**src/rcr_defs.svh**
```systemverilog
// Register map, field positions, reset values and codes of the regulator
// control block. Assumes a 32-bit AXI4-Lite bus with word-aligned registers.
`ifndef RCR_DEFS_SVH
`define RCR_DEFS_SVH

// Register indices; the byte address is four times the index
`define RCR_IDX_ADDITIONAL 7'h07
`define RCR_IDX_STATUS 7'h11
`define RCR_IDX_REGULATOR 7'h35
`define RCR_IDX_BANDGAP 7'h36
`define RCR_IDX_EVENT_STATUS 7'h40
`define RCR_IDX_EVENT_MASK 7'h41

// Address decode
`define RCR_ADDR_W 12
`define RCR_IDX_W 7
`define RCR_IDX_LSB 2

// Field positions
`define RCR_BIT_BIAS_SOURCE_PICK 7
`define RCR_BIT_REG_ON 15
`define RCR_BIT_REF_FAST 14
`define RCR_BIT_REF_PICK 13
`define RCR_BIT_OUT_FLOAT 12
`define RCR_BIT_UV 0
`define RCR_BIT_BG_ON 15
`define RCR_CODE_MSB 4
`define RCR_CODE_LSB 0
`define RCR_BIT_EV_UV_RISE 0
`define RCR_BIT_EV_UV_FALL 1

// Reset values
`define RCR_RST_BIT 1'h0
`define RCR_RST_RATIO 5'h07
`define RCR_RST_BG_LEVEL 5'h0a
`define RCR_RST_EVENTS 2'h0

// Bandgap codes with the top bit set are reserved
`define RCR_BG_RESERVED_BIT 4

// Bus answers
`define RCR_RESP_OKAY 2'h0
`define RCR_RESP_SLVERR 2'h2

`endif

```
**src/rcr_pkg.sv**
```systemverilog
// Types shared by the regulator control block.
// Assumes the constants of rcr_defs.svh.
package rcr_pkg;

  typedef enum logic [2:0] {
    RCR_SEL_NONE = 3'h0,
    RCR_SEL_ADDITIONAL = 3'h1,
    RCR_SEL_STATUS = 3'h2,
    RCR_SEL_REGULATOR = 3'h3,
    RCR_SEL_BANDGAP = 3'h4,
    RCR_SEL_EVENT_STATUS = 3'h5,
    RCR_SEL_EVENT_MASK = 3'h6
  } rcr_sel_t;

endpackage

```
**src/rcr_sync.sv**
```systemverilog
// Two-flop synchroniser for levels arriving from outside the clock domain.
// Assumes the inputs are quasi-static levels, not pulses.
`timescale 1ns/10ps
module rcr_sync #(
  parameter int WIDTH = 1
) (
  input wire logic aclk,
  input wire logic aresetn,
  input wire logic [WIDTH-1:0] async_in,
  output logic [WIDTH-1:0] sync_out
);

  logic [WIDTH-1:0] stage1;

  // Only the second stage reads the first
  always_ff @(posedge aclk) begin
    if (!aresetn) begin
      stage1 <= '0;
      sync_out <= '0;
    end else begin
      stage1 <= async_in;
      sync_out <= stage1;
    end
  end

endmodule // rcr_sync

```
**src/rcr_axil_slave.sv**
```systemverilog
// AXI4-Lite slave handshake: one write and one read in flight at a time.
// Assumes the register file answers wr_ok and rd_ok/rd_data combinationally.
`timescale 1ns/10ps
`include "rcr_defs.svh"
module rcr_axil_slave #(
  parameter int ADDR_W = 12
) (
  input wire logic aclk,
  input wire logic aresetn,
  input wire logic [ADDR_W-1:0] s_axi_awaddr,
  input wire logic s_axi_awvalid,
  output logic s_axi_awready,
  input wire logic [31:0] s_axi_wdata,
  input wire logic [3:0] s_axi_wstrb,
  input wire logic s_axi_wvalid,
  output logic s_axi_wready,
  output logic [1:0] s_axi_bresp,
  output logic s_axi_bvalid,
  input wire logic s_axi_bready,
  input wire logic [ADDR_W-1:0] s_axi_araddr,
  input wire logic s_axi_arvalid,
  output logic s_axi_arready,
  output logic [31:0] s_axi_rdata,
  output logic [1:0] s_axi_rresp,
  output logic s_axi_rvalid,
  input wire logic s_axi_rready,
  output logic wr_en,
  output logic [ADDR_W-1:0] wr_addr,
  output logic [31:0] wr_data,
  output logic [3:0] wr_strb,
  input wire logic wr_ok,
  output logic rd_en,
  output logic [ADDR_W-1:0] rd_addr,
  input wire logic [31:0] rd_data,
  input wire logic rd_ok
);

  logic aw_held;
  logic w_held;

  assign wr_en = aw_held && w_held && !s_axi_bvalid;
  assign rd_en = s_axi_arvalid && s_axi_arready;
  assign rd_addr = s_axi_araddr;

  // Address and data are taken in either order and held until committed
  always_ff @(posedge aclk) begin
    if (!aresetn) begin
      aw_held <= 1'b0;
      s_axi_awready <= 1'b0;
      wr_addr <= '0;
    end else if (s_axi_awvalid && s_axi_awready) begin
      aw_held <= 1'b1;
      s_axi_awready <= 1'b0;
      wr_addr <= s_axi_awaddr;
    end else if (wr_en) begin
      aw_held <= 1'b0;
    end else begin
      s_axi_awready <= !aw_held && !s_axi_bvalid;
    end
  end

  always_ff @(posedge aclk) begin
    if (!aresetn) begin
      w_held <= 1'b0;
      s_axi_wready <= 1'b0;
      wr_data <= '0;
      wr_strb <= '0;
    end else if (s_axi_wvalid && s_axi_wready) begin
      w_held <= 1'b1;
      s_axi_wready <= 1'b0;
      wr_data <= s_axi_wdata;
      wr_strb <= s_axi_wstrb;
    end else if (wr_en) begin
      w_held <= 1'b0;
    end else begin
      s_axi_wready <= !w_held && !s_axi_bvalid;
    end
  end

  always_ff @(posedge aclk) begin
    if (!aresetn) begin
      s_axi_bvalid <= 1'b0;
      s_axi_bresp <= `RCR_RESP_OKAY;
    end else if (wr_en) begin
      s_axi_bvalid <= 1'b1;
      s_axi_bresp <= wr_ok ? `RCR_RESP_OKAY : `RCR_RESP_SLVERR;
    end else if (s_axi_bready) begin
      s_axi_bvalid <= 1'b0;
    end
  end

  // Read data is captured on the address edge, so it cannot tear
  always_ff @(posedge aclk) begin
    if (!aresetn) begin
      s_axi_arready <= 1'b0;
      s_axi_rvalid <= 1'b0;
      s_axi_rdata <= '0;
      s_axi_rresp <= `RCR_RESP_OKAY;
    end else if (rd_en) begin
      s_axi_arready <= 1'b0;
      s_axi_rvalid <= 1'b1;
      s_axi_rdata <= rd_ok ? rd_data : 32'h0;
      s_axi_rresp <= rd_ok ? `RCR_RESP_OKAY : `RCR_RESP_SLVERR;
    end else if (s_axi_rvalid) begin
      if (s_axi_rready) begin
        s_axi_rvalid <= 1'b0;
      end
    end else begin
      s_axi_arready <= 1'b1;
    end
  end

endmodule // rcr_axil_slave

```
**src/rcr_top.sv**
```systemverilog
// Control and status registers of the on-chip regulator and its bandgap.
// Assumes an AXI4-Lite master on aclk and an undervoltage comparator level
// arriving asynchronously from the analogue side.
`timescale 1ns/10ps
`include "rcr_defs.svh"
module rcr_top #(
  parameter int ADDR_W = `RCR_ADDR_W
) (
  input wire logic aclk,
  input wire logic aresetn,
  input wire logic [ADDR_W-1:0] s_axi_awaddr,
  input wire logic s_axi_awvalid,
  output logic s_axi_awready,
  input wire logic [31:0] s_axi_wdata,
  input wire logic [3:0] s_axi_wstrb,
  input wire logic s_axi_wvalid,
  output logic s_axi_wready,
  output logic [1:0] s_axi_bresp,
  output logic s_axi_bvalid,
  input wire logic s_axi_bready,
  input wire logic [ADDR_W-1:0] s_axi_araddr,
  input wire logic s_axi_arvalid,
  output logic s_axi_arready,
  output logic [31:0] s_axi_rdata,
  output logic [1:0] s_axi_rresp,
  output logic s_axi_rvalid,
  input wire logic s_axi_rready,
  input wire logic undervoltage_sense,
  output logic regulator_on,
  output logic bias_source_pick,
  output logic reference_pick,
  output logic reference_fast_pick,
  output logic output_discharge,
  output logic output_float_when_off,
  output logic [4:0] output_ratio_code,
  output logic bandgap_on,
  output logic [4:0] bandgap_level_code,
  output logic undervoltage_pin,
  output logic irq
);

  logic wr_en;
  logic [ADDR_W-1:0] wr_addr;
  logic [31:0] wr_data;
  logic [3:0] wr_strb;
  logic wr_ok;
  logic rd_en;
  logic [ADDR_W-1:0] rd_addr;
  logic [31:0] rd_data;
  logic rd_ok;
  rcr_pkg::rcr_sel_t wr_sel;
  rcr_pkg::rcr_sel_t rd_sel;
  logic undervoltage_flag;
  logic uv_prev;
  logic reference_fast_raw;
  logic [1:0] event_status;
  logic [1:0] event_mask;
  logic [1:0] event_set;
  logic lo_we;
  logic hi_we;
  logic add_we;
  logic reg_hi_we;
  logic reg_lo_we;
  logic bg_hi_we;
  logic bg_lo_we;
  logic evs_we;
  logic evm_we;

  // Shared decode for reads and writes; misaligned addresses are unmapped
  function automatic rcr_pkg::rcr_sel_t decode(input logic [ADDR_W-1:0] a);
    logic [`RCR_IDX_W-1:0] idx;
    idx = a[`RCR_IDX_LSB +: `RCR_IDX_W];
    if (a[`RCR_IDX_LSB-1:0] != '0 ||
        a[ADDR_W-1:`RCR_IDX_LSB+`RCR_IDX_W] != '0) begin
      return rcr_pkg::RCR_SEL_NONE;
    end
    unique case (idx)
      `RCR_IDX_ADDITIONAL: return rcr_pkg::RCR_SEL_ADDITIONAL;
      `RCR_IDX_STATUS: return rcr_pkg::RCR_SEL_STATUS;
      `RCR_IDX_REGULATOR: return rcr_pkg::RCR_SEL_REGULATOR;
      `RCR_IDX_BANDGAP: return rcr_pkg::RCR_SEL_BANDGAP;
      `RCR_IDX_EVENT_STATUS: return rcr_pkg::RCR_SEL_EVENT_STATUS;
      `RCR_IDX_EVENT_MASK: return rcr_pkg::RCR_SEL_EVENT_MASK;
      default: return rcr_pkg::RCR_SEL_NONE;
    endcase
  endfunction

  // Strobe of one byte lane of one register, shared by every write below
  function automatic logic lane_hit(input rcr_pkg::rcr_sel_t sel,
                                    input rcr_pkg::rcr_sel_t want,
                                    input logic lane_we);
    return lane_we && (sel == want);
  endfunction

  rcr_axil_slave #(
    .ADDR_W(ADDR_W)
  ) u_bus (
    .aclk(aclk),
    .aresetn(aresetn),
    .s_axi_awaddr(s_axi_awaddr),
    .s_axi_awvalid(s_axi_awvalid),
    .s_axi_awready(s_axi_awready),
    .s_axi_wdata(s_axi_wdata),
    .s_axi_wstrb(s_axi_wstrb),
    .s_axi_wvalid(s_axi_wvalid),
    .s_axi_wready(s_axi_wready),
    .s_axi_bresp(s_axi_bresp),
    .s_axi_bvalid(s_axi_bvalid),
    .s_axi_bready(s_axi_bready),
    .s_axi_araddr(s_axi_araddr),
    .s_axi_arvalid(s_axi_arvalid),
    .s_axi_arready(s_axi_arready),
    .s_axi_rdata(s_axi_rdata),
    .s_axi_rresp(s_axi_rresp),
    .s_axi_rvalid(s_axi_rvalid),
    .s_axi_rready(s_axi_rready),
    .wr_en(wr_en),
    .wr_addr(wr_addr),
    .wr_data(wr_data),
    .wr_strb(wr_strb),
    .wr_ok(wr_ok),
    .rd_en(rd_en),
    .rd_addr(rd_addr),
    .rd_data(rd_data),
    .rd_ok(rd_ok)
  );

  rcr_sync #(
    .WIDTH(1)
  ) u_uv_sync (
    .aclk(aclk),
    .aresetn(aresetn),
    .async_in(undervoltage_sense),
    .sync_out(undervoltage_flag)
  );

  assign wr_sel = decode(wr_addr);
  assign rd_sel = decode(rd_addr);
  assign wr_ok = (wr_sel != rcr_pkg::RCR_SEL_NONE);
  assign rd_ok = (rd_sel != rcr_pkg::RCR_SEL_NONE);
  // All fields live in the low 16 bits; byte lanes 2 and 3 are ignored
  assign lo_we = wr_en && wr_strb[0];
  assign hi_we = wr_en && wr_strb[1];
  assign add_we = lane_hit(wr_sel, rcr_pkg::RCR_SEL_ADDITIONAL, lo_we);
  assign reg_hi_we = lane_hit(wr_sel, rcr_pkg::RCR_SEL_REGULATOR, hi_we);
  assign reg_lo_we = lane_hit(wr_sel, rcr_pkg::RCR_SEL_REGULATOR, lo_we);
  assign bg_hi_we = lane_hit(wr_sel, rcr_pkg::RCR_SEL_BANDGAP, hi_we);
  assign bg_lo_we = lane_hit(wr_sel, rcr_pkg::RCR_SEL_BANDGAP, lo_we);
  assign evs_we = lane_hit(wr_sel, rcr_pkg::RCR_SEL_EVENT_STATUS, lo_we);
  assign evm_we = lane_hit(wr_sel, rcr_pkg::RCR_SEL_EVENT_MASK, lo_we);

  // Additional control register
  always_ff @(posedge aclk) begin
    if (!aresetn) begin
      bias_source_pick <= `RCR_RST_BIT;
    end else if (add_we) begin
      bias_source_pick <= wr_data[`RCR_BIT_BIAS_SOURCE_PICK];
    end
  end

  // Regulator control register, high byte
  always_ff @(posedge aclk) begin
    if (!aresetn) begin
      regulator_on <= `RCR_RST_BIT;
      reference_fast_raw <= `RCR_RST_BIT;
      reference_pick <= `RCR_RST_BIT;
      output_float_when_off <= `RCR_RST_BIT;
    end else if (reg_hi_we) begin
      regulator_on <= wr_data[`RCR_BIT_REG_ON];
      reference_fast_raw <= wr_data[`RCR_BIT_REF_FAST];
      reference_pick <= wr_data[`RCR_BIT_REF_PICK];
      output_float_when_off <= wr_data[`RCR_BIT_OUT_FLOAT];
    end
  end

  // Regulator control register, low byte
  always_ff @(posedge aclk) begin
    if (!aresetn) begin
      output_ratio_code <= `RCR_RST_RATIO;
    end else if (reg_lo_we) begin
      output_ratio_code <= wr_data[`RCR_CODE_MSB:`RCR_CODE_LSB];
    end
  end

  // Analogue steering derived from the stored bits
  always_ff @(posedge aclk) begin
    if (!aresetn) begin
      reference_fast_pick <= `RCR_RST_BIT;
      output_discharge <= 1'b1;
    end else begin
      // Fast string only matters while the midrail is the reference
      reference_fast_pick <= reference_fast_raw && !reference_pick;
      output_discharge <= !regulator_on && !output_float_when_off;
    end
  end

  // Bandgap register
  always_ff @(posedge aclk) begin
    if (!aresetn) begin
      bandgap_on <= `RCR_RST_BIT;
      bandgap_level_code <= `RCR_RST_BG_LEVEL;
    end else begin
      if (bg_hi_we) begin
        bandgap_on <= wr_data[`RCR_BIT_BG_ON];
      end
      // Reserved codes are dropped so the bandgap never leaves its range
      if (bg_lo_we && !wr_data[`RCR_BG_RESERVED_BIT]) begin
        bandgap_level_code <= wr_data[`RCR_CODE_MSB:`RCR_CODE_LSB];
      end
    end
  end

  // Undervoltage pin and edge events
  assign event_set[`RCR_BIT_EV_UV_RISE] = undervoltage_flag && !uv_prev;
  assign event_set[`RCR_BIT_EV_UV_FALL] = !undervoltage_flag && uv_prev;

  always_ff @(posedge aclk) begin
    if (!aresetn) begin
      uv_prev <= `RCR_RST_BIT;
      undervoltage_pin <= `RCR_RST_BIT;
    end else begin
      uv_prev <= undervoltage_flag;
      undervoltage_pin <= undervoltage_flag;
    end
  end

  // Sticky status, write one to clear; a new event beats the clear
  always_ff @(posedge aclk) begin
    if (!aresetn) begin
      event_status <= `RCR_RST_EVENTS;
    end else begin
      for (int i = 0; i < 2; i++) begin
        if (event_set[i]) begin
          event_status[i] <= 1'b1;
        end else if (evs_we && wr_data[i]) begin
          event_status[i] <= 1'b0;
        end
      end
    end
  end

  always_ff @(posedge aclk) begin
    if (!aresetn) begin
      event_mask <= `RCR_RST_EVENTS;
    end else if (evm_we) begin
      event_mask <= wr_data[1:0];
    end
  end

  // Registered, so irq lags the status bit by one cycle
  always_ff @(posedge aclk) begin
    if (!aresetn) begin
      irq <= 1'b0;
    end else begin
      irq <= |(event_status & event_mask);
    end
  end

  // Read mux; bits outside defined fields read zero
  always_comb begin
    rd_data = 32'h0;
    unique case (rd_sel)
      rcr_pkg::RCR_SEL_ADDITIONAL: begin
        rd_data[`RCR_BIT_BIAS_SOURCE_PICK] = bias_source_pick;
      end
      rcr_pkg::RCR_SEL_STATUS: begin
        rd_data[`RCR_BIT_UV] = undervoltage_flag;
      end
      rcr_pkg::RCR_SEL_REGULATOR: begin
        rd_data[`RCR_BIT_REG_ON] = regulator_on;
        rd_data[`RCR_BIT_REF_FAST] = reference_fast_raw;
        rd_data[`RCR_BIT_REF_PICK] = reference_pick;
        rd_data[`RCR_BIT_OUT_FLOAT] = output_float_when_off;
        rd_data[`RCR_CODE_MSB:`RCR_CODE_LSB] = output_ratio_code;
      end
      rcr_pkg::RCR_SEL_BANDGAP: begin
        rd_data[`RCR_BIT_BG_ON] = bandgap_on;
        rd_data[`RCR_CODE_MSB:`RCR_CODE_LSB] = bandgap_level_code;
      end
      rcr_pkg::RCR_SEL_EVENT_STATUS: begin
        rd_data[1:0] = event_status;
      end
      rcr_pkg::RCR_SEL_EVENT_MASK: begin
        rd_data[1:0] = event_mask;
      end
      rcr_pkg::RCR_SEL_NONE: begin
        rd_data = 32'h0;
      end
    endcase
  end

endmodule // rcr_top

```
**config.mk**
```make
export PLATFORM = sky130hd
export DESIGN_NAME = rcr_top
export DESIGN_NICKNAME = d
export VERILOG_FILES = /design/src/rcr_pkg.sv /design/src/rcr_sync.sv /design/src/rcr_axil_slave.sv /design/src/rcr_top.sv
export VERILOG_INCLUDE_DIRS = /design/src /design/src/src
export SDC_FILE = /design/constraint.sdc
export NUM_CORES = 1
export LEC_CHECK = 0
export BUFFER_PORTS_ARGS = -buffer_cell sky130_fd_sc_hd__buf_2
export CAP_MARGIN = 10
export CORE_UTILIZATION = 48
export DETAILED_ROUTE_END_ITERATION = 16
export GPL_ROUTABILITY_DRIVEN = 0
export PLACE_DENSITY = 0.87
export SYNTH_ARGS = -nofsm -noshare
export SYNTH_HDL_FRONTEND = slang
export SYNTH_SLANG_ARGS = --single-unit
export TNS_END_PERCENT = 5
```
**constraint.sdc**
```tcl
create_clock -name aclk -period 2.53 [get_ports aclk]
set_clock_uncertainty 0.2 [all_clocks]
set_input_delay 0.3795 -clock aclk [delete_from_list [all_inputs] [get_ports aclk]]
set_output_delay 0.3795 -clock aclk [all_outputs]
set_load 0.03 [all_outputs]
```
# After elaboration in Yosys (flattened, before gate mapping)
# Index checks and enable logic that the tools add are counted.
[totals]
regBits = 99
inputBits = 68
output_inout_bits = 60
elab_cells = 133
[op_classes]
eq_ne = 23
mux = 29
bitwise_logic = 2
reduce_logical = 49
[op_table]
columns = ["cell", "n"]
rows = [
  ["3-bit one-hot mux with 6 select lines", 2],
  ["7-bit by 6-bit equality test with 1-bit output (second input constant)", 4],
  ["7-bit equality test (second input constant)", 4],
  ["1-bit logical AND", 23],
  ["3-bit equality test (second input constant)", 6],
  ["16-bit two-way mux", 1],
  ["1-bit two-way mux", 15],
  ["3-bit two-way mux", 5],
  ["7-bit by 3-bit equality test with 1-bit output (second input constant)", 2],
  ["7-bit by 5-bit equality test with 1-bit output (second input constant)", 2],
  ["2-bit nonzero test", 7],
  ["3-bit nonzero test", 4],
  ["3-bit by 2-bit equality test with 1-bit output (second input constant)", 3],
  ["1-bit zero test", 9],
  ["2-bit OR reduction", 4],
  ["3-bit by 1-bit equality test with 1-bit output (second input constant)", 2],
  ["3-bit one-hot mux with 2 select lines", 1],
  ["1-bit one-hot mux with 5 select lines", 1],
  ["2-bit two-way mux", 2],
  ["1-bit one-hot mux with 4 select lines", 1],
  ["2-bit AND", 1],
  ["1-bit logical OR", 2],
  ["1-bit one-hot mux with 2 select lines", 1],
  ["1-bit NOT", 1],
]

# Logic depth before layout (Yosys ltp)
[depth]
word_depth = 9
mapped_depth = 7
depth_no_buf = 6

# Hierarchy
# Synthesis repeated with hierarchy kept, for this count alone.
[hier_totals]
cells_unflattened = 567
area_unflattened_um2 = 5062.4
[by_module_without_submodules]
columns = ["mod", "n_inst", "cells_each", "area_each_um2", "seq_area_each_um2"]
rows = [
  ["rcr_axil_slave", 1, 401, 3654.8, 1781.7],
  ["rcr_top", 1, 162, 1355.0, 480.5],
  ["rcr_sync", 1, 4, 52.6, 40.0],
]

# Least setup slack after synthesis
# No wires, ideal clock.
[synth_path]
path_kind = "input to register"
startpoint = "in s_axi_araddr[6]"
endpoint = "reg u_bus.s_axi_rdata[1]"
setup_time_ns = 0.060
arrival_time_ns = 1.716
t_required_ns = 2.270
slack_ns = 0.554
cell_stages = 6
path_buffers = 0
path_cell_list = "or4b_4 nor3_2 a21o_2 nand3_1 a311oi_1 a221o_1"
[synth_between]
elab_chain_cells = 6
word_cells_on_any_way = 15
classes_between = "eq/ne: 10; mux: 4; reduce/logical: 1"
[synth_lines]
columns = ["item", "line_no", "source"]
rows = [
  ["start: declaration", "rcr_top.sv:21", "input wire logic [ADDR_W-1:0] s_axi_araddr,"],
  ["7-bit equality test (tied with other cells)", "rcr_top.sv:77", "unique case (idx)"],
  ["3-bit one-hot mux with 6 select lines *", "rcr_top.sv:77", ""],
  ["3-bit two-way mux *", "rcr_top.sv:77", ""],
  ["3-bit equality test / 3-bit by 2-bit equality test with 1-bit output (equally long branches)", "rcr_top.sv:262", "unique case (rd_sel)"],
  ["1-bit one-hot mux with 4 select lines", "rcr_top.sv:262", ""],
  ["16-bit two-way mux *", "rcr_axil_slave.sv:102", "s_axi_rdata <= rd_ok ? rd_data : 32'h0;"],
  ["end signal: assignment", "rcr_axil_slave.sv:102", ""],
  ["end: declaration", "rcr_axil_slave.sv:23", "output logic [31:0] s_axi_rdata,"],
]
# Mark *: on every way between the ends. The rest lies on a longest branch, timed or not.
# A chain may end at the register's enable or synchronous reset.

# Final worst setup path
[layout_path]
startpoint = "reg u_bus.wr_addr[4]"
endpoint = "reg bandgap_level_code[2]"
[layout_between]
elab_chain_cells = 6
word_cells_on_any_way = 11
classes_between = "eq/ne: 7; mux: 2; reduce/logical: 2"
[layout_lines]
columns = ["item", "line_no", "source"]
rows = [
  ["start: declaration", "rcr_axil_slave.sv:28", "output logic [ADDR_W-1:0] wr_addr,"],
  ["start signal: assignment", "rcr_axil_slave.sv:54", "wr_addr <= s_axi_awaddr;"],
  ["7-bit equality test (tied with other cells)", "rcr_top.sv:77", ""],
  ["3-bit one-hot mux with 6 select lines *", "rcr_top.sv:77", ""],
  ["3-bit two-way mux *", "rcr_top.sv:77", ""],
  ["3-bit equality test *", "rcr_top.sv:92", "return lane_we && (sel == want);"],
  ["1-bit logical AND *", "rcr_top.sv:92", ""],
  ["1-bit logical AND *", "rcr_top.sv:207", "if (bg_lo_we && !wr_data[`RCR_BG_RESERVED_BIT]) begin"],
  ["end signal: assignment", "rcr_top.sv:201", "bandgap_level_code <= `RCR_RST_BG_LEVEL;"],
  ["end signal: assignment", "rcr_top.sv:208", "bandgap_level_code <= wr_data[`RCR_CODE_MSB:`RCR_CODE_LSB];"],
  ["end: declaration", "rcr_top.sv:37", "output logic [4:0] bandgap_level_code,"],
]
# Marked as above.

==> results.cfg <==
[sta]
worst_pin_slew_ps = 501.9
max_clock_freq_mhz = 460.1
maxSlewHeadroom = 0.6607
rsz0062_at_grt = no
drv_slew = 0
hold_violations = 0
post-route-period-util = 0.8591
setup_tns_ps = 0
fin_crit_ps = 2173
setup_viol = 0
hold_ws_ps = 59.98

[power]
power.leakage_nw = 1.573
switchingPower_uw = 572.5
powerDensity_nw_per_um2 = 605.3
peakVddDrop_mv = 0.2986
clockPowerShare = 0.387
p_sw_frac = 0.2547
comb_power_share = 0.102
total_power_mw = 2.248
p_int_mw = 1.675
pwr-share-seq = 0.511

[clocking]
cts.reportedPaths.clkPinSlew_ps = 70
clkLatencyLatePin_ps = 340
htreeDepth = 3
hold_buffers = 0
cts_buffer_depth = 2
postCtsResizedCells = 0
cts.sinks = 69
root_buffer = clkbuf_8
cts_tree = done
cts_buffers = 9
post_cts_buffers = 0

[global_routing]
grt_max_degree = 46
grt_pass1_vias = 2572
grt_usage = 0.2060
antenna_found_initial = 0
overflow = 0
grt_pass1_wl_mm = 11.59

[synth]
netlist.area_leader.share = 0.4355
synth_area_leaders = dfxtp_1, nand2_1, a21boi_0
synth-adder-area-share = 0
postSynth.asyncResetShare = 0
ys_seq_elements = 69
yosys_warnings = 0
muxShareOfSynthArea = 0.03471
synth-compound-area-share = 0.1566
synth_largest_area_cell = dfxtp_1
synth_top_family_by_area = simple AND/OR/NAND/NOR gates
synth-xor-area-share = 0.005523
synthCells = 369
syn_avg_cell_area_sq_um = 8.596
ys_types = 52
synth_seq_area_share = 0.4355
netlist_area_sq_um = 3172
synthSimpleGateAreaFrac = 0.2801
synth_ff_type = dfxtp_1
synth_edf_count = 0

[setup_path]
r2r_setup_slack_ps = 360
rr_startpoint = u_bus.wr_addr[4]$_SDFFE_PN0P_
required_ps = 2550
arrival_ps = 2200
reg2reg_depth = 6
start_kind = flop
reg2reg_to = bandgap_level_code[2]$_SDFFE_PN0P_
startpoint = u_bus.wr_addr[4]$_SDFFE_PN0P_
worstSetupPathType = reg -> reg
crit_path_end_kind = flop
critPathMaxFanout = 6

[detailed_routing]
drt_iter0_drc = 153
num_vias = 2712
drt_first_pass_iters = 4
wl_per_cell_um = 12.85
vias_per_cell = 5.136
wl_mm = 6.785
drcViolationCount = 0
final_antenna_net_count = 0

[cells_and_area]
nNetsFinal = 514
post-route-util = 0.5848
num_antenna_cells = 0
drive_above_1_share = 0.2328
area_growth_pct = 17.08

[run]
maxCapViolations = 0

[min_path]
hp-start = undervoltage_sense
min_to = u_uv_sync.stage1$_SDFF_PN0_
min_path_cells = 2
worstHoldPathType = in -> reg

[placement]
place.detailed.hpwl_mm = 4.995
port_buffers = 79

[floorplan]
start_util = 0.4995
core_sq_um = 6350
die_h_um = 83.29
die-area_sq_um = 6937
fp-row-count = 29
die_x_um = 83.29
io_pins = 128

[status]
outcome = finished, final reports clean
[critical path, stage by stage, from the launching register on]
cell and delay, ps:
dfxtp_1 440, and4bb_1 260, nand4b_1 100, a21o_1 270
nor4_4 460, mux2i_1 260, nor2b_1 70
[logic make-up (layout without fill, tap and decap cells)]
kind of cell              after synthesis  after routing
xor gates and xnor gates                2              2
and+or+nand+nor                       173            173
AOI/OAI and AO/OA                      68             68
buffers and inverters                  45            104
DFF                                    69             69
other                                   1             24
muxes                                  11             11
[power groups by stage]
stage                     Sequential (mW)  Combinational, mW  Clock [mW]
final                                1.15              0.229       0.870
after global routing                 1.15              0.255       0.934
after CTS                            1.15              0.230       0.881
after detailed placement             1.17              0.229           0
after global placement               1.17              0.222           0
after floorplan                      1.18              0.181           0
[metrics by stage]
step | worst slack (ps) | instance area, sq um | instances
finish | 356.5 | 3714 | 528
global route | 234.9 | 3714 | 528
CTS | 343.8 | 3714 | 528
detailed placement | 235.7 | 3521 | 512
global placement | 299.9 | 3521 | 512
floorplan | 554.0 | 3258 | 392
[metal layers]
metal	global-route usage	up-vias	routed length (um)
met5	0	-	0
met4	0.07837	0	94
met3	0.04771	11	320
met2	0.3584	91	3320
met1	0.2458	1243	3049
li1	-	1367	-
[worst max path at each step]
stage	to	slack [ps]	depth (start not counted)
floorplan	u_bus.s_axi_rdata[1]$_SDFFE_PN0P_	550	6
global placement	u_bus.s_axi_rdata[15]$_SDFFE_PN0P_	300	7
detailed placement	u_bus.s_axi_rdata[2]$_SDFFE_PN0P_	240	7
CTS	bandgap_level_code[2]$_SDFFE_PN0P_	340	6
global route	bandgap_level_code[2]$_SDFFE_PN0P_	230	6
finish	bandgap_level_code[2]$_SDFFE_PN0P_	360	6
[placed cells by master, fill, tap and decap left out, types with 7 or more instances in the layout]
cell,count
nor2b_1,12
mux2i_1,11
clkbuf_8,10
nand2_1,85
nand3_1,23
conb_1,24
dfxtp_1,69
and2_1,9
buf_2,79
nor2_1,11
a21boi_0,31
o21ai_0,7
[sequential cells by signal (all words and copies together), names as in the netlist, 2 cells and up]
register	flops
u_bus.wr_data	10
u_bus.wr_strb	2
u_bus.wr_addr	12
u_bus.s_axi_rdata	10
output_ratio_code	5
bandgap_level_code	5
event_status	2
event_mask	2
[cell type report]
| class | instances | area, sq um |
|---|---|---|
| Clock buffer | 12 | 145.1 |
| Clock inverter | 4 | 47.55 |
| Fill cell | 551 | 2636 |
| Inverter | 6 | 22.52 |
| Multi-Input combinational cell | 278 | 1603 |
| Sequential cell | 69 | 1381 |
| Tap cell | 77 | 96.34 |
| Timing Repair Buffer | 82 | 417.9 |
[synth_stat cells (all sizes together) (2+ instances only)]
cell type and instances:
nand2 85, a31oi 2, xnor2 2, o21a 3
nor2 11, a21oi 3, nor3 5, and3b 2
nor2b 12, a21o 2, nand4b 2, nand2b 5
clkbuf 13, nand4 2, nor3b 4, and2 10
nor4b 3, buf 26, inv 6, o21ai 11
mux2i 11, nor4 2, nand3 23, dfxtp 69
and3 3, a211oi 2, a21boi 32, a22oi 6
No activity file was read; power rests on OpenSTA's default activity.
